$ cat src/pkg/tpw_pkg.sv
// constants and types shared by the pwm channel files
package tpw_pkg;

  // --------------------------------------------------------------------
  // register byte offsets
  // --------------------------------------------------------------------
  localparam logic [5:0] OFS_CTRL = 6'h00;
  localparam logic [5:0] OFS_MODE = 6'h04;
  localparam logic [5:0] OFS_XSEL0 = 6'h08;
  localparam logic [5:0] OFS_XSEL1 = 6'h0C;
  localparam logic [5:0] OFS_XSEL2 = 6'h10;
  localparam logic [5:0] OFS_DIVCTL = 6'h14;
  localparam logic [5:0] OFS_TIMER = 6'h18;
  localparam logic [5:0] OFS_STATUS = 6'h1C;
  localparam logic [5:0] OFS_IRQCLR = 6'h20;
  localparam logic [5:0] OFS_IRQEN = 6'h24;
  localparam logic [5:0] OFS_COUNT = 6'h28;

  // --------------------------------------------------------------------
  // field positions
  // --------------------------------------------------------------------
  localparam int CTRL_START = 0;
  localparam int CTRL_TRIG_LO = 1;
  localparam int CTRL_OVF_LO = 3;
  localparam int CTRL_POL = 5;
  localparam int CTRL_IRQREQ = 6;
  localparam int DIV_PRIOR = 0;
  localparam int DIV_PCLK = 1;
  localparam int XSEL_EXT = 3;
  localparam int NUM_EVT = 2;
  localparam int EVT_FALL = 0;
  localparam int EVT_RELOAD = 1;

  // --------------------------------------------------------------------
  // reset values and counts
  // --------------------------------------------------------------------
  localparam logic [6:0] CTRL_RST = 7'h00;
  localparam logic [1:0] MODE_RST = 2'h0;
  localparam logic [7:0] XSEL_RST = 8'h00;
  localparam logic [1:0] DIVCTL_RST = 2'h0;
  localparam logic [15:0] TIMER_RST = 16'h0000;
  localparam logic [NUM_EVT-1:0] IRQEN_RST = 2'h0;
  localparam logic [7:0] PWM_UNITS = 8'hFF;

  // --------------------------------------------------------------------
  // encodings
  // --------------------------------------------------------------------
  localparam logic [1:0] TRIG_FALL = 2'h0;
  localparam logic [1:0] TRIG_RISE = 2'h1;
  localparam logic [1:0] OVF_TIMER2 = 2'h0;
  localparam logic [1:0] OVF_PREV = 2'h1;

  typedef enum logic [2:0] {
    SRC_DIV12,
    SRC_DIV8,
    SRC_DIV32,
    SRC_DIV64,
    SRC_FAST,
    SRC_SLOW,
    SRC_SUB,
    SRC_NONE
  } tpw_src_t;

  typedef enum logic [2:0] {
    ST_STOP,
    ST_ARMED,
    ST_DELAY,
    ST_HIGH,
    ST_LOW
  } tpw_state_t;

endpackage

$ cat src/pkg/tpw_src_if.sv
// count source configuration and tick between channel core and source selector
`timescale 1ns/1ps
interface tpw_src_if;
  logic [1:0] modeClk;
  logic [3:0] extNibble;
  logic priorDiv;
  logic pclkSel;
  logic tick;

  modport sel (
    input modeClk,
    input extNibble,
    input priorDiv,
    input pclkSel,
    output tick
  );

  modport core (
    output modeClk,
    output extNibble,
    output priorDiv,
    output pclkSel,
    input tick
  );
endinterface

$ cat src/verilog/tpw_src_sel.sv
// count source selector: divided system clocks, oscillators and subclock
`timescale 1ns/1ps
module tpw_src_sel (
  input wire logic sys_clk,
  input wire logic sys_rst,
  input wire logic oscFastTick,
  input wire logic oscSlowTick,
  input wire logic subclockTick,
  tpw_src_if.sel src
);

  logic [5:0] divCnt_q;
  logic [4:0] subCnt_q;
  tpw_pkg::tpw_src_t srcSel;

  always_ff @(posedge sys_clk) begin
    if (sys_rst) begin
      divCnt_q <= 6'h00;
    end else begin
      divCnt_q <= divCnt_q + 6'h01;
    end
  end

  // subclock ticks are counted, not the system clock
  always_ff @(posedge sys_clk) begin
    if (sys_rst) begin
      subCnt_q <= 5'h00;
    end else if (subclockTick) begin
      subCnt_q <= subCnt_q + 5'h01;
    end
  end

  always_comb begin
    srcSel = tpw_pkg::SRC_NONE;
    if (!src.extNibble[tpw_pkg::XSEL_EXT]) begin
      case (src.modeClk)
        2'h0: srcSel = tpw_pkg::SRC_DIV12;
        2'h1: srcSel = tpw_pkg::SRC_DIV8;
        2'h2: srcSel = tpw_pkg::SRC_DIV32;
        default: srcSel = tpw_pkg::SRC_SUB;
      endcase
    end else begin
      srcSel = tpw_pkg::tpw_src_t'(src.extNibble[2:0]);
      // prior division leaves only the divided system clocks valid
      if (src.priorDiv && src.extNibble[2]) begin
        srcSel = tpw_pkg::SRC_NONE;
      end
    end
  end

  always_comb begin
    case (srcSel)
      tpw_pkg::SRC_DIV12: src.tick = src.pclkSel ? 1'b1 : divCnt_q[0];
      tpw_pkg::SRC_DIV8: src.tick = &divCnt_q[2:0];
      tpw_pkg::SRC_DIV32: src.tick = &divCnt_q[4:0];
      tpw_pkg::SRC_DIV64: src.tick = &divCnt_q;
      tpw_pkg::SRC_FAST: src.tick = oscFastTick;
      tpw_pkg::SRC_SLOW: src.tick = oscSlowTick;
      tpw_pkg::SRC_SUB: src.tick = subclockTick && (&subCnt_q);
      default: src.tick = 1'b0;
    endcase
  end

endmodule

$ cat src/verilog/tpw_pwm_channel.sv
// 8-bit pwm timer channel with avalon-mm register slave
//
// Chosen here: the address map and the Avalon-MM interface to the registers.
`timescale 1ns/1ps
module tpw_pwm_channel #(
  parameter int CHANNEL = 0
) (
  input wire logic sys_clk,
  input wire logic sys_rst,
  // avalon-mm slave
  input wire logic [5:0] avs_address,
  input wire logic avs_read,
  input wire logic avs_write,
  input wire logic [31:0] avs_writedata,
  output logic [31:0] avs_readdata,
  output logic avs_waitrequest,
  // count sources, one-cycle pulses
  input wire logic oscFastTick,
  input wire logic oscSlowTick,
  input wire logic subclockTick,
  // overflow pulses of second group timer 2, channel (i+4)%5 and (i+1)%5
  input wire logic ovfTimer2,
  input wire logic ovfPrev,
  input wire logic ovfNext,
  input wire logic triggerInputPin,
  output logic pwmOutputPin,
  output logic irq
);

  // --------------------------------------------------------------------
  // registers and state
  // --------------------------------------------------------------------
  logic [6:0] ctrl_q;
  logic [1:0] mode_q;
  logic [7:0] xsel_q [3];
  logic [1:0] divCtl_q;
  logic [15:0] timer_q;
  logic [tpw_pkg::NUM_EVT-1:0] status_q;
  logic [tpw_pkg::NUM_EVT-1:0] irqEn_q;
  logic irqReq_q;
  logic [31:0] readData_q;
  logic waitReq_q;
  logic trigPin_q;
  logic [7:0] preCnt_q;
  logic [7:0] unitLeft_q;
  logic pwmOut_q;
  logic irqOut_q;
  tpw_pkg::tpw_state_t state_q;

  logic wrTake;
  logic reqSeen;
  logic startFlag;
  logic trigEvent;
  logic unitEnd;
  logic phaseEnd;
  logic fallEvt;
  logic reloadEvt;
  logic [7:0] widthN;
  logic [7:0] prescM;
  logic [7:0] lowUnits;
  logic [tpw_pkg::NUM_EVT-1:0] evtVec;
  logic [tpw_pkg::NUM_EVT-1:0] clrVec;

  tpw_src_if srcIf ();

  function automatic logic isWrite(input logic [5:0] addr, input logic [5:0] ofs, input logic take);
    isWrite = take && (addr == ofs);
  endfunction

  assign wrTake = avs_write && !waitReq_q;
  assign reqSeen = (avs_read || avs_write) && waitReq_q;
  assign startFlag = ctrl_q[tpw_pkg::CTRL_START];
  assign widthN = timer_q[15:8];
  assign prescM = timer_q[7:0];
  assign lowUnits = tpw_pkg::PWM_UNITS - widthN;

  // --------------------------------------------------------------------
  // count source
  // --------------------------------------------------------------------
  assign srcIf.modeClk = mode_q;
  // each channel owns one nibble of the extended select registers
  assign srcIf.extNibble = (CHANNEL % 2 == 0) ? xsel_q[CHANNEL / 2][3:0] : xsel_q[CHANNEL / 2][7:4];
  assign srcIf.priorDiv = divCtl_q[tpw_pkg::DIV_PRIOR];
  assign srcIf.pclkSel = divCtl_q[tpw_pkg::DIV_PCLK];

  tpw_src_sel srcSel (
    .sys_clk(sys_clk),
    .sys_rst(sys_rst),
    .oscFastTick(oscFastTick),
    .oscSlowTick(oscSlowTick),
    .subclockTick(subclockTick),
    .src(srcIf.sel)
  );

  // --------------------------------------------------------------------
  // bus slave handshake
  // --------------------------------------------------------------------
  // one wait state: the request is seen, then released the next edge
  always_ff @(posedge sys_clk) begin
    if (sys_rst) begin
      waitReq_q <= 1'b1;
    end else if (!waitReq_q) begin
      waitReq_q <= 1'b1;
    end else if (avs_read || avs_write) begin
      waitReq_q <= 1'b0;
    end
  end

  always_ff @(posedge sys_clk) begin
    if (sys_rst) begin
      readData_q <= 32'h0000_0000;
    end else if (reqSeen && avs_read) begin
      case (avs_address)
        tpw_pkg::OFS_CTRL: readData_q <= {25'h0, irqReq_q, ctrl_q[5:0]};
        tpw_pkg::OFS_MODE: readData_q <= {30'h0, mode_q};
        tpw_pkg::OFS_XSEL0: readData_q <= {24'h0, xsel_q[0]};
        tpw_pkg::OFS_XSEL1: readData_q <= {24'h0, xsel_q[1]};
        tpw_pkg::OFS_XSEL2: readData_q <= {28'h0, xsel_q[2][3:0]};
        tpw_pkg::OFS_DIVCTL: readData_q <= {30'h0, divCtl_q};
        tpw_pkg::OFS_TIMER: readData_q <= {16'h0, timer_q};
        tpw_pkg::OFS_STATUS: readData_q <= {30'h0, status_q};
        tpw_pkg::OFS_IRQEN: readData_q <= {30'h0, irqEn_q};
        tpw_pkg::OFS_COUNT: readData_q <= {13'h0, 3'(state_q), preCnt_q, unitLeft_q};
        default: readData_q <= 32'h0000_0000;
      endcase
    end
  end

  // --------------------------------------------------------------------
  // configuration registers
  // --------------------------------------------------------------------
  always_ff @(posedge sys_clk) begin
    if (sys_rst) begin
      ctrl_q <= tpw_pkg::CTRL_RST;
    end else if (isWrite(avs_address, tpw_pkg::OFS_CTRL, wrTake)) begin
      ctrl_q <= {1'b0, avs_writedata[5:0]};
    end
  end

  always_ff @(posedge sys_clk) begin
    if (sys_rst) begin
      mode_q <= tpw_pkg::MODE_RST;
      divCtl_q <= tpw_pkg::DIVCTL_RST;
      timer_q <= tpw_pkg::TIMER_RST;
      irqEn_q <= tpw_pkg::IRQEN_RST;
    end else begin
      if (isWrite(avs_address, tpw_pkg::OFS_MODE, wrTake)) begin
        mode_q <= avs_writedata[1:0];
      end
      // other timer registers are reset here too and load only on their own offsets
      if (isWrite(avs_address, tpw_pkg::OFS_DIVCTL, wrTake)) begin
        divCtl_q <= avs_writedata[1:0];
      end
      if (isWrite(avs_address, tpw_pkg::OFS_TIMER, wrTake)) begin
        timer_q <= avs_writedata[15:0];
      end
      if (isWrite(avs_address, tpw_pkg::OFS_IRQEN, wrTake)) begin
        irqEn_q <= avs_writedata[tpw_pkg::NUM_EVT-1:0];
      end
    end
  end

  generate
    for (genvar g = 0; g < 3; g++) begin : gXsel
      always_ff @(posedge sys_clk) begin
        if (sys_rst) begin
          xsel_q[g] <= tpw_pkg::XSEL_RST;
        end else if (isWrite(avs_address, tpw_pkg::OFS_XSEL0 + 6'(4 * g), wrTake)) begin
          xsel_q[g] <= avs_writedata[7:0];
        end
      end
    end
  endgenerate

  // --------------------------------------------------------------------
  // trigger detection
  // --------------------------------------------------------------------
  always_ff @(posedge sys_clk) begin
    if (sys_rst) begin
      trigPin_q <= 1'b1;
    end else begin
      trigPin_q <= triggerInputPin;
    end
  end

  always_comb begin
    case (ctrl_q[tpw_pkg::CTRL_TRIG_LO +: 2])
      tpw_pkg::TRIG_FALL: trigEvent = trigPin_q && !triggerInputPin;
      tpw_pkg::TRIG_RISE: trigEvent = !trigPin_q && triggerInputPin;
      default: begin
        case (ctrl_q[tpw_pkg::CTRL_OVF_LO +: 2])
          tpw_pkg::OVF_TIMER2: trigEvent = ovfTimer2;
          tpw_pkg::OVF_PREV: trigEvent = ovfPrev;
          default: trigEvent = ovfNext;
        endcase
      end
    endcase
  end

  // --------------------------------------------------------------------
  // counter and phase machine
  // --------------------------------------------------------------------
  // one unit is m+1 source ticks; phases are counted in units
  assign unitEnd = srcIf.tick && (preCnt_q == 8'h00);
  assign phaseEnd = unitEnd && (unitLeft_q == 8'h01);
  assign fallEvt = (state_q == tpw_pkg::ST_HIGH) && phaseEnd && (lowUnits != 8'h00);
  assign reloadEvt = ((state_q == tpw_pkg::ST_LOW) && phaseEnd) || ((state_q == tpw_pkg::ST_HIGH) && phaseEnd &&
    (lowUnits == 8'h00));

  always_ff @(posedge sys_clk) begin
    if (sys_rst) begin
      state_q <= tpw_pkg::ST_STOP;
      preCnt_q <= 8'h00;
      unitLeft_q <= 8'h00;
    end else if (!startFlag) begin
      state_q <= tpw_pkg::ST_STOP;
    end else begin
      case (state_q)
        tpw_pkg::ST_STOP: begin
          state_q <= tpw_pkg::ST_ARMED;
        end
        tpw_pkg::ST_ARMED: begin
          if (trigEvent && (widthN != 8'h00)) begin
            state_q <= tpw_pkg::ST_DELAY;
            preCnt_q <= prescM;
            unitLeft_q <= widthN;
          end
        end
        tpw_pkg::ST_DELAY: begin
          if (srcIf.tick) begin
            preCnt_q <= unitEnd ? prescM : preCnt_q - 8'h01;
            unitLeft_q <= unitEnd ? unitLeft_q - 8'h01 : unitLeft_q;
          end
          if (phaseEnd) begin
            state_q <= tpw_pkg::ST_HIGH;
            unitLeft_q <= widthN;
          end
        end
        tpw_pkg::ST_HIGH: begin
          if (srcIf.tick) begin
            preCnt_q <= unitEnd ? prescM : preCnt_q - 8'h01;
            unitLeft_q <= unitEnd ? unitLeft_q - 8'h01 : unitLeft_q;
          end
          if (fallEvt) begin
            state_q <= tpw_pkg::ST_LOW;
            unitLeft_q <= lowUnits;
          end else if (reloadEvt) begin
            unitLeft_q <= widthN;
          end
        end
        tpw_pkg::ST_LOW: begin
          if (srcIf.tick) begin
            preCnt_q <= unitEnd ? prescM : preCnt_q - 8'h01;
            unitLeft_q <= unitEnd ? unitLeft_q - 8'h01 : unitLeft_q;
          end
          if (reloadEvt) begin
            // a width of zero at reload parks the channel until a trigger
            state_q <= (widthN == 8'h00) ? tpw_pkg::ST_ARMED : tpw_pkg::ST_HIGH;
            unitLeft_q <= widthN;
          end
        end
        default: begin
          state_q <= tpw_pkg::ST_STOP;
        end
      endcase
    end
  end

  // --------------------------------------------------------------------
  // pin output
  // --------------------------------------------------------------------
  // follows the phase one clock later; stopped drives the inactive level
  always_ff @(posedge sys_clk) begin
    if (sys_rst) begin
      pwmOut_q <= 1'b0;
    end else begin
      pwmOut_q <= (state_q == tpw_pkg::ST_HIGH) ^ ctrl_q[tpw_pkg::CTRL_POL];
    end
  end
  assign pwmOutputPin = pwmOut_q;

  // --------------------------------------------------------------------
  // interrupt request and status
  // --------------------------------------------------------------------
  // set wins over a clear in the same cycle
  always_ff @(posedge sys_clk) begin
    if (sys_rst) begin
      irqReq_q <= 1'b0;
    end else if (fallEvt) begin
      irqReq_q <= 1'b1;
    end else if (isWrite(avs_address, tpw_pkg::OFS_CTRL, wrTake) && !avs_writedata[tpw_pkg::CTRL_IRQREQ]) begin
      irqReq_q <= 1'b0;
    end
  end

  assign evtVec = {reloadEvt, fallEvt};
  assign clrVec = isWrite(avs_address, tpw_pkg::OFS_IRQCLR, wrTake) ? avs_writedata[tpw_pkg::NUM_EVT-1:0] :
    {tpw_pkg::NUM_EVT{1'b0}};

  generate
    for (genvar e = 0; e < tpw_pkg::NUM_EVT; e++) begin : gEvt
      always_ff @(posedge sys_clk) begin
        if (sys_rst) begin
          status_q[e] <= 1'b0;
        end else if (evtVec[e]) begin
          status_q[e] <= 1'b1;
        end else if (clrVec[e]) begin
          status_q[e] <= 1'b0;
        end
      end
    end
  endgenerate

  always_ff @(posedge sys_clk) begin
    if (sys_rst) begin
      irqOut_q <= 1'b0;
    end else begin
      irqOut_q <= |(status_q & irqEn_q);
    end
  end

  assign irq = irqOut_q;
  assign avs_readdata = readData_q;
  assign avs_waitrequest = waitReq_q;

endmodule

$ cat config.mk
export PLATFORM = sky130hd
export DESIGN_NAME = tpw_pwm_channel
export DESIGN_NICKNAME = d
export VERILOG_FILES = /design/src/pkg/tpw_pkg.sv /design/src/pkg/tpw_src_if.sv /design/src/verilog/tpw_src_sel.sv /design/src/verilog/tpw_pwm_channel.sv
export SDC_FILE = /design/constraint.sdc
export NUM_CORES = 1
export LEC_CHECK = 0
export BUFFER_PORTS_ARGS = -buffer_cell sky130_fd_sc_hd__buf_4
export CORE_MARGIN = 2
export CORE_UTILIZATION = 35
export CTS_CLUSTER_DIAMETER = 50
export DETAILED_ROUTE_END_ITERATION = 8
export PLACE_DENSITY = 0.56
export SYNTH_ARGS = -nofsm -noshare
export SYNTH_HDL_FRONTEND = slang
export SYNTH_SLANG_ARGS = --single-unit
$ cat constraint.sdc
create_clock -name sys_clk -period 2.4 [get_ports sys_clk]
set_input_delay 0.24 -clock sys_clk [delete_from_list [all_inputs] [get_ports sys_clk]]
set_output_delay 0.24 -clock sys_clk [all_outputs]
set_load 0.02 [all_outputs]
* Word-level counts from Yosys, hierarchy flattened
Memory sizes are Yosys's and may differ from the RTL's. Index checks and enable logic that the tools add are counted.
Cells by class: $add $sub $neg 5, mux-type cells 47, equality and inequality tests 30, reductions and logical operators 57, bitwise gates (word level) 7
Operators by type and width (count):
- one-hot mux 19 bit (10 select lines) | 1
- two-way mux 8 bit | 12
- one-hot mux 8 bit (4 select lines) | 1
- == test 6 x 5 -> 1 bit, second input constant | 4
- logical AND 1 bit | 24
- logical NOT 8 bit | 3
- two-way mux 1 bit | 19
- == test 6 bit, second input constant | 3
- two-way mux 3 bit | 6
- one-hot mux 8 bit (2 select lines) | 1
- nonzero test 8 bit | 2
- subtractor 8 x 1 -> 8 bit, second input constant | 2
- one-hot mux 3 bit (5 select lines) | 1
- == test 3 x 2 -> 1 bit, second input constant | 4
- == test 3 bit, second input constant | 4
- == test 6 x 4 -> 1 bit, second input constant | 2
- AND reduction 5 bit | 2
- one-hot mux 3 bit (3 select lines) | 1
- == test 8 x 1 -> 1 bit, second input constant | 1
- != test 2 bit, second input constant | 4
- AND reduction 4 bit | 2
- nonzero test 2 bit | 4
- subtractor 8 bit, first input constant | 1
- one-hot mux 1 bit (7 select lines) | 1
- other kinds (23) | 41
Word-level totals: memory bits (writable) 24, memories 1, flip-flop bits (word level) 97
Memory list:
- xsel_q | depth 3, bits a word 8, read ports 3, clocked after memory_dff 0, wr ports 3, RTL line tpw_pwm_channel.sv:35 | logic [7:0] xsel_q [3];

* Logic depth before layout (Yosys ltp)
Gate-level depths: netlist of the first run. An unclocked memory read counts as a cell.
word-level depth 14, mapped depth 12, mapped depth without buffers 11

* By module
A second synthesis of the first run with hierarchy kept.
Second synthesis, totals: cell total of the unflattened synthesis 611, area total of the unflattened synthesis 5378.9 um2
Modules (own cells, without submodules):
- tpw_pwm_channel | times used 1, cells an instance 550, sequential area each 2062.0 um2, area each 4800.9 um2
- tpw_src_sel | times used 1, cells an instance 61, sequential area each 220.2 um2, area each 578.1 um2

* Least setup slack after synthesis of the first run
Ideal clock, no wire load.
kind register to register, from register srcSel.divCnt_q[0], to register preCnt_q[7], stages on the path, launching flop included 12, period minus slack after synthesis 2361 ps, path slack 39 ps, data required time 2297 ps, setup time 103 ps, arrival time 2258 ps, cell sequence dfxtp_1 ha_1 and3_1 ha_1 and3_1 nor4b_4 nor2_2 and3_1 buf_2 nor2_4 o21ai_1 a2111oi_2
On the way: cells in the longest elaborated chain, start to end 6, elaborated cells on any way between the ends 11, those cells by class 1 x eq/ne; 5 x mux; 5 x reduce/logical
Ends and longest elaborated chain:
- start, declared | RTL line tpw_src_sel.sv:12 | logic [5:0] divCnt_q;
- start signal, assigned | RTL line tpw_src_sel.sv:20 | divCnt_q <= divCnt_q + 6'h01;
- AND reduction 6 bit (tied with other cells) | RTL line tpw_src_sel.sv:56 | tpw_pkg::SRC_DIV64: src.tick = &divCnt_q;
- one-hot mux 1 bit (7 select lines) * | RTL line tpw_src_sel.sv:52 | case (srcSel)
- logical AND 1 bit | RTL line tpw_pwm_channel.sv:204 | assign unitEnd = srcIf.tick && (preCnt_q == 8'h00);
- two-way mux 8 bit | RTL line tpw_pwm_channel.sv:231, tpw_pwm_channel.sv:241, tpw_pwm_channel.sv:253
- two-way mux 8 bit | RTL line tpw_pwm_channel.sv:230, tpw_pwm_channel.sv:240, tpw_pwm_channel.sv:252
- one-hot mux 8 bit (2 select lines) | RTL line tpw_pwm_channel.sv:218 | case (state_q)
- end signal, assigned | RTL line tpw_pwm_channel.sv:231 | preCnt_q <= unitEnd ? prescM : preCnt_q - 8'h01;
- end signal, assigned | RTL line tpw_pwm_channel.sv:241 | preCnt_q <= unitEnd ? prescM : preCnt_q - 8'h01;
- end signal, assigned | RTL line tpw_pwm_channel.sv:253 | preCnt_q <= unitEnd ? prescM : preCnt_q - 8'h01;
- end, declared | RTL line tpw_pwm_channel.sv:44 | logic [7:0] preCnt_q;
Mark *: on every way between the ends. The rest lies on a longest branch, timed or not. The select of a mux whose other input is x is not followed. A chain may end at the register's enable or synchronous reset.

==> results of run 1 <==
critical path, cell delays in order (launching register included):
cell and delay (ps):
edfxtp_1 500, nand3b_1 320, and3_4 260, nor4b_4 280
buf_4 180, nor4_4 40, a21oi_1 140, buf_4 170
nand3_1 100, nor3_2 190, a211oi_2 70
logic make-up after synthesis:
family                   synth area share [%]
multiplexers                            3.217
AND/OR/NAND/NOR                         26.06
AO/OA/AOI/OAI                           20.30
adder cells (fa/ha/maj)                 1.852
other                                 0.06938
buffers and inverters                   5.301
XOR/XNOR                               0.9722
flip-flops                              42.22
stage by stage:
stage	instance area (um2)	hold slack [ps]
floorplan	5450	343.8
global placement	6267	445.5
detailed placement	6267	448.2
CTS	6571	67.53
global route	6725	69.83
finish	6725	72.35
worst min-delay path by stage:
stage / cells past startpoint / end / from
after floorplan: 1 / trigPin_q$_SDFF_PP1_ / triggerInputPin
after CTS: 2 / trigPin_q$_SDFF_PP1_ / triggerInputPin
after global routing: 2 / trigPin_q$_SDFF_PP1_ / triggerInputPin
after detailed placement: 2 / avs_readdata[0]$_SDFFE_PP0P_ / avs_readdata[0]$_SDFFE_PP0P_
after global placement: 2 / trigPin_q$_SDFF_PP1_ / triggerInputPin
final: 2 / trigPin_q$_SDFF_PP1_ / triggerInputPin
per-layer routing:
| metal | up-vias | GRT usage (%) | wire length (um) |
|---|---|---|---|
| met5 | - | 0 | 0 |
| met2 | 190 | 35.20 | 8293 |
| met1 | 2528 | 27.62 | 7730 |
| met4 | 0 | 8.597 | 431 |
| li1 | 2471 | - | - |
| met3 | 33 | 3.255 | 955 |
timing repair:
action | 4_1_cts | 5_1_grt
pin swaps | 0 | 19
endpoints found under the setup margin | 8 | 20
setup buffers | 0 | 2
resized for setup | 3 | 29
state kept, by name (all words and copies together) (netlist names), 3 cells and up:
register,flops
xsel_q,20
avs_readdata,19
timer_q,16
preCnt_q,8
unitLeft_q,8
ctrl_q,6
srcSel.divCnt_q,6
srcSel.subCnt_q,5
state_q,3
cell type report:
class | instances | area [um2]
flip-flops and latches | 104 | 2283
clock inverters | 7 | 70.07
repair buffers | 111 | 857.1
multi-input cells | 491 | 3017
fillers | 1473 | 8421
inverters | 10 | 37.54
clock buffers | 9 | 225.2
well taps | 188 | 235.2
where the power goes:
part | switching [mW] | internal [mW] | leakage (nW)
clock network | 0.758 | 0.738 | 0.149
registers | 0.0153 | 1.80 | 0.884
logic | 0.168 | 0.101 | 1.50
total | 0.941 | 2.64 | 2.53
placed cells by master, fill, tap and decap left out, drive strengths merged, types with 3 or more instances in the layout:
| cell | synthesis | layout |
|---|---|---|
| a2111oi | 4 | 4 |
| and2 | 24 | 24 |
| a211oi | 4 | 4 |
| o221ai | 3 | 3 |
| nand4 | 7 | 7 |
| a31oi | 4 | 4 |
| a22oi | 14 | 14 |
| and3 | 14 | 14 |
| ha | 8 | 8 |
| or2 | 4 | 4 |
| o31ai | 3 | 3 |
| nand2b | 3 | 3 |
| a222oi | 13 | 13 |
| clkbuf | 28 | 9 |
| mux2i | 14 | 14 |
| nor4 | 10 | 10 |
| a21o | 4 | 4 |
| conb | 1 | 13 |
| o21ai | 30 | 30 |
| a21oi | 65 | 65 |
| nand2 | 94 | 94 |
| nor2b | 12 | 12 |
| mux2 | 3 | 3 |
| dfxtp | 84 | 84 |
| o211ai | 3 | 3 |
| edfxtp | 20 | 20 |
| xor2 | 4 | 4 |
| buf | 23 | 111 |
| nand3 | 28 | 28 |
| nor2 | 62 | 62 |
| nor3b | 3 | 3 |
| nor3 | 12 | 12 |
| inv | 10 | 15 |
==> flow_summary.toml, run 1 <==
[setup_path]
crit_start = "xsel_q[0][3]$_SDFFCE_PN0P_"
reg2reg_slack_ps = 30
timing_worst_setup_path_type = "reg -> reg"
r2r_cells = 10
required_ps = 2650
reg2reg_to = "unitLeft_q[2]$_SDFFE_PP0P_"
end_kind = "flip-flop"
crit_path_max_fanout = 6
worstPathArrival_ps = 2620
crit_path_start_kind = "flip-flop"
r2r_start = "xsel_q[0][3]$_SDFFCE_PN0P_"
endpoint = "unitLeft_q[2]$_SDFFE_PP0P_"

[sta]
relSlewSlack_pct = 46.13
rsz0062_at_grt = "true"
post-route-period-util_pct = 98.64
worst_slew_pin_slew_ps = 806.1
setup_slack_ps = 32.52
setup_viol = 0
skew_ps = 12.42
fmax_ghz = 0.4224
drv_slew = 0
period_minus_slack_ps = 2367
timing.setup.tns_ps = 0
finalHoldViolCount = 0

[cts]
path_clk_slew_ps = 80
cts_buffers = 9
tritoncts = "done"
clockBufferDepth = 2
clock-root-buffer = "clkbuf_16"
insertion_delay_ps = 370
h-tree-depth = 3
holdBufCountCts = 0
clkSinkCount = 104

[global_routing]
grt_usage_pct = 21.22
overflow = 0
grt_pass1_wl_um = 26510
grt_pass1_vias = 4800
grt_max_degree = 30
antenna_found_initial = 0

[finish]
nNetsFinal = 784
fin_util_pct = 44.40
syn_to_final_growth_pct = 24.42
antenna_cells = 0
layout-drive-gt1-share_pct = 23.36
fin_cells = 920

[power_and_ir_drop]
vdd_drop_max_mv = 0.3416
total_power_mw = 3.579
leakagePower_nw = 2.533
powerDensity_nw_per_um2 = 532.1

[synth]
synth_ff_type = "dfxtp_1"
synth_edf_count = 20
post-synth-top-area-fraction_pct = 31.11
synth_cell_types = 67
ys_top_cells_by_area = "dfxtp_1 31%, edfxtp_1 11%, nand2_1 6.5%, a21oi_1 6.0%, nor2_1 4.2%"
yosysMostFrequentCell = "nand2_1"
synth-seq-cells = 104
netlist_area_um2 = 5405
syn_area_per_cell_um2 = 8.393
yosysSeqAreaShare_pct = 42.22
yosys_warnings = 0
async_flop_share_pct = 0
yosys-top-cells-count = "94 x nand2_1, 84 x dfxtp_1, 65 x a21oi_1, 60 x nor2_1, 28 x clkbuf_1"
synth_area_leader_cell = "dfxtp_1"
synthCells = 644

[place]
place_inst = 902
place.gp.congestion = 0.9695
dp_hpwl_um = 12920
pre_cts_ws_ps = -74.19
io_buffers = 54

[drt]
first_pass_iters = 7
antenna_left = 0
drcViolationCount = 0
via_per_inst = 5.676
wl_um = 17410
via_count = 5222
wire_per_inst_um = 18.92
drt_iter0_drc = 449

[floorplan]
die_y_um = 128.3
row_count = 45
core_um2 = 15150
ios = 84
dieArea_um2 = 16450
start_util_pct = 35.69
die_width_um = 128.3

[worst_hold_path]
min_path_type = "in -> reg"

[job]
maxCapViolCount = 0

[outcome]
status = "finished, final reports clean"
Power figures use the tool's default switching activity.
==> run 2, diff against run 1 <==
REMOVE_ABC_BUFFERS = 1   (was default)
==> flow_summary.toml, run 2 (synthesized netlist as in run 1, its figures left out) <==
[worst_hold_path]
hp-start = "triggerInputPin"
min_path_type = "in -> reg"
hold_depth = 2
hold_end = "trigPin_q$_SDFF_PP1_"

[drt]
wl_um = 17340
via_per_inst = 5.610
drt_iter0_drc = 510
via_count = 5206
drcViolationCount = 0
first_pass_iters = 5
wire_per_inst_um = 18.69
antenna_left = 0

[sta]
post-route-period-util_pct = 101.4
fmax_ghz = 0.4109
setup_viol = 4
finalHoldViolCount = 0
drv_slew = 0
skew_ps = 11.35
relSlewSlack_pct = 55.71
period_minus_slack_ps = 2434
rsz0062_at_grt = "true"
worst_slew_pin_slew_ps = 663.0
setup_slack_ps = -33.62

[global_routing]
grt_max_degree = 49
overflow = 0
grt_util_met3_pct = 3.965
antenna_found_initial = 0
grt_usage_pct = 21.05
global_route.peak_usage_layer = "met2"
grt_use_met2_pct = 34.45
grt_pass1_vias = 4944
grt_pass1_wl_um = 26800
grt.met1_usage_pct = 27.75

[setup_path]
worst-path-buf-inv = 3
end_kind = "flip-flop"
reg2reg_to = "preCnt_q[4]$_SDFFE_PP0P_"
worstPathArrival_ps = 2700
r2r_start = "srcSel.divCnt_q[0]$_SDFF_PP0_"
required_ps = 2660
r2r_cells = 12
crit_path_max_fanout = 7
timing_worst_setup_path_type = "reg -> reg"
reg2reg_slack_ps = -30
crit_path_start_kind = "flip-flop"
critPathSlowestCell = "dfxtp_2"
crit_chain = "ha_4 -> and3_4 -> ha_4 -> and3_4 -> nor4b_4 -> buf_4 -> nor2_4 -> a21oi_4 -> nor2_4 -> buf_12 -> buf_8 -> a2111oi_4"
max_stage_delay_ps = 340
path_delay_family = "simple AND/OR/NAND/NOR gates"

[place]
io_buffers = 54
place.gp.congestion = 0.9312
place_area_um2 = 6252
dp_hpwl_um = 12430

[cts]
tritoncts = "done"
clockBufferDepth = 2
insertion_delay_ps = 360
path_clk_slew_ps = 70
cts_buffers = 9
holdBufCountCts = 0
h-tree-depth = 3
clock-root-buffer = "clkbuf_16"
clkSinkCount = 104

[finish]
syn_to_final_growth_pct = 27.80
final_cell_mix = "114 x buf_4, 92 x nand2_1, 80 x dfxtp_1"
final_common_cell = "buf_4"
largest_reg_flops = 20
antenna_cells = 0
fin_util_pct = 45.61
fillers = 1464
regMostFlops = "xsel_q"
nNetsFinal = 792
design_area_um2 = 6908
layout-drive-gt1-share_pct = 25.68

[power_and_ir_drop]
leakagePower_nw = 2.577
total_power_mw = 3.593
vdd_drop_max_mv = 0.5484
powerDensity_nw_per_um2 = 520.1

[outcome]
status = "finished, violations left"
violations = "negative setup slack"

[floorplan]
dieArea_um2 = 16450
ios = 84
start_util_pct = 35.69
die_y_um = 128.3
row_count = 45
core_um2 = 15150
die_width_um = 128.3

[job]
maxCapViolCount = 0
run 2: per-stage QoR:
stage                     worst slack, ps  TNS [ps]  instances  hold WS, ps
after floorplan                    -72.79    -155.7        605        306.7
after global routing               -108.9    -636.2        928        90.49
after global placement             -104.2    -852.4        900        445.4
after CTS                           6.799         0        916        84.06
final                              -33.62    -85.66        928        87.80
after detailed placement           -151.9     -1367        900        452.5
run 2: routing by layer:
layer  part of all wire (%)  vias to the layer above
li1                       -                     2493
met1                     45                     2481
met2                     48                      204
met3                    5.7                       28
met4                    1.7                        0
met5                      0                        -
run 2: worst max path at each step:
stage                             startpoint                    endpoint  slack (ps)  depth (start not counted)
3_3_place_gp   srcSel.divCnt_q[0]$_SDFF_PP0_    preCnt_q[6]$_SDFFE_PP0P_        -100                         11
4_1_cts           xsel_q[0][3]$_SDFFCE_PN0P_  unitLeft_q[0]$_SDFFE_PP0P_           7                         10
5_1_grt           xsel_q[0][3]$_SDFFCE_PN0P_    preCnt_q[4]$_SDFFE_PP0P_        -110                         11
2_1_floorplan     unitLeft_q[3]$_SDFFE_PP0P_  unitLeft_q[0]$_SDFFE_PP0P_         -70                          8
3_5_place_dp   srcSel.divCnt_q[0]$_SDFF_PP0_    preCnt_q[4]$_SDFFE_PP0P_        -150                         10
6_report       srcSel.divCnt_q[0]$_SDFF_PP0_    preCnt_q[4]$_SDFFE_PP0P_         -30                         12
run 2: where the power goes:
| part | total [mW] | leakage (nW) | internal [mW] | switching (mW) |
|---|---|---|---|---|
| clock network | 1.49 | 0.150 | 0.779 | 0.708 |
| registers | 1.82 | 0.885 | 1.80 | 0.0172 |
| logic | 0.289 | 1.54 | 0.114 | 0.175 |
| total | 3.59 | 2.58 | 2.69 | 0.900 |
run 2: timing repair:
item / CTS / global route
setup endpoints to repair: 18 / 20
pin swaps: 8 / 22
gates resized for setup: 20 / 38
buffers inserted: 0 / 11
cloned: 0 / 1
run 2: layout make-up:
cell class                 instances  area, um2  area share [%]
tap                              188      235.2           3.405
clock inverter                     6      47.55          0.6883
timing repair buffer             119      924.6           13.39
inverter                          10      37.54          0.5434
clock buffer                      10      250.2           3.623
sequential                       104       2287           33.11
multi-input combinational        491       3126           45.25
==> run 3, diff against run 2 <==
SKIP_CTS_REPAIR_TIMING = 1   (was default)
==> flow_summary.toml, run 3 (synthesized netlist as in run 1, its figures left out) <==
[outcome]
status = "finished, violations left"
violations = "negative setup slack"

[global_routing]
grt_max_degree = 49
overflow = 0
grt_util_met3_pct = 3.798
antenna_found_initial = 0
grt_use_met2_pct = 34.42
grt_pass1_vias = 4911
global_route.peak_usage_layer = "met2"
grt_usage_pct = 20.81
grt.met1_usage_pct = 27.70
grt_pass1_wl_um = 26500

[finish]
final_cell_mix = "115 x buf_4, 93 x nand2_1, 81 x dfxtp_1"
final_common_cell = "buf_4"
nNetsFinal = 790
regMostFlops = "xsel_q"
antenna_cells = 0
largest_reg_flops = 20
layout-drive-gt1-share_pct = 24.53
fin_util_pct = 44.82
syn_to_final_growth_pct = 25.60

[setup_path]
worstPathArrival_ps = 2660
r2r_start = "srcSel.divCnt_q[0]$_SDFF_PP0_"
crit_path_start_kind = "flip-flop"
r2r_cells = 12
reg2reg_to = "unitLeft_q[0]$_SDFFE_PP0P_"
required_ps = 2620
crit_chain = "ha_2 -> and3_4 -> ha_4 -> and3_4 -> nor4b_4 -> buf_4 -> nor4_2 -> a21oi_1 -> buf_4 -> o311ai_4 -> a22oi_2 -> a311oi_2"
timing_worst_setup_path_type = "reg -> reg"
crit_path_max_fanout = 4
critPathSlowestCell = "nor4b_4"
end_kind = "flip-flop"
max_stage_delay_ps = 360
reg2reg_slack_ps = -40

[floorplan]
start_util_pct = 35.69
dieArea_um2 = 16450
core_um2 = 15150
die_y_um = 128.3
ios = 84
die_width_um = 128.3
row_count = 45

[drt]
first_pass_iters = 5
via_count = 5208
antenna_left = 0
via_per_inst = 5.624
drcViolationCount = 0
drt_iter0_drc = 546
wire_per_inst_um = 18.60
wl_um = 17220

[worst_hold_path]
hold_depth = 2
hp-start = "triggerInputPin"
hold_end = "trigPin_q$_SDFF_PP1_"
min_path_type = "in -> reg"

[sta]
relSlewSlack_pct = 55.63
setup_slack_ps = -40.70
worst_slew_pin_slew_ps = 664.2
skew_ps = 10.95
post-route-period-util_pct = 101.7
finalHoldViolCount = 0
fmax_ghz = 0.4097
drv_slew = 0
holdWs_ps = 86.89
rsz0062_at_grt = "true"
setup_viol = 3
period_minus_slack_ps = 2441

[place]
dp_hpwl_um = 12430
pre_cts_ws_ps = -151.9
place.gp.congestion = 0.9312
io_buffers = 54

[cts]
clock-root-buffer = "clkbuf_16"
h-tree-depth = 3
clkSinkCount = 104
tritoncts = "done"
insertion_delay_ps = 360
cts_buffers = 9
clockBufferDepth = 2
path_clk_slew_ps = 70

[power_and_ir_drop]
powerDensity_nw_per_um2 = 527.9
leakagePower_nw = 2.542
vdd_drop_max_mv = 0.5436

[job]
maxCapViolCount = 0
## run 3: cell types whose count changed in the layout (fill, tap and decap cells not counted), moves of 2 or more
cell,previous run,this run
buf_6,3,1
nor4_2,3,1
ha_4,4,1
nand3_2,1,3
ha_2,0,3
## run 3: worst max path at each step
stage / end / cells past startpoint / from / slack [ps]
floorplan: unitLeft_q[0]$_SDFFE_PP0P_ / 8 / unitLeft_q[3]$_SDFFE_PP0P_ / -70
global placement: preCnt_q[6]$_SDFFE_PP0P_ / 11 / srcSel.divCnt_q[0]$_SDFF_PP0_ / -100
detailed placement: preCnt_q[4]$_SDFFE_PP0P_ / 10 / srcSel.divCnt_q[0]$_SDFF_PP0_ / -150
CTS: preCnt_q[4]$_SDFFE_PP0P_ / 10 / srcSel.divCnt_q[0]$_SDFF_PP0_ / -180
global route: unitLeft_q[0]$_SDFFE_PP0P_ / 10 / xsel_q[0][3]$_SDFFCE_PN0P_ / -150
finish: unitLeft_q[0]$_SDFFE_PP0P_ / 12 / srcSel.divCnt_q[0]$_SDFF_PP0_ / -40
## run 3: metrics by stage
step	cell area [um2]	instances	setup TNS [ps]	power [mW]
2_1_floorplan	5201	605	-155.7	1.952
3_3_place_gp	6252	900	-852.4	2.107
3_5_place_dp	6252	900	-1367	2.112
4_1_cts	6550	916	-1903	3.585
5_1_grt	6789	926	-1143	3.715
6_report	6789	926	-82.33	3.584
## run 3: area by class of cell
| type | instances | area (um2) |
|---|---|---|
| Clock buffer | 10 | 250.2 |
| Clock inverter | 6 | 47.55 |
| Fill cell | 1479 | 8357 |
| Inverter | 10 | 37.54 |
| Multi-Input combinational cell | 491 | 3038 |
| Sequential cell | 104 | 2286 |
| Tap cell | 188 | 235.2 |
| Timing Repair Buffer | 117 | 894.6 |
## run 3: critical path, delay by kind of cell, from the launching register on
family | cells | cell delay (ps)
fa+ha+maj | 2 | 330
compound gates | 4 | 520
flops | 1 | 330
simple gates | 4 | 770
buf+inv | 2 | 360
## run 3: layer usage
| metal | routed length (um) | vias to the layer above |
|---|---|---|
| met2 | 8173 | 180 |
| met4 | 278 | 0 |
| met1 | 7794 | 2522 |
| met3 | 974 | 21 |
| met5 | 0 | - |
| li1 | - | 2485 |
## run 3: where the power goes
part | total [mW] | switching, mW | internal [mW]
logic | 0.282 | 0.172 | 0.110
registers | 1.81 | 0.0144 | 1.80
clock network | 1.49 | 0.710 | 0.779
total | 3.58 | 0.896 | 2.69
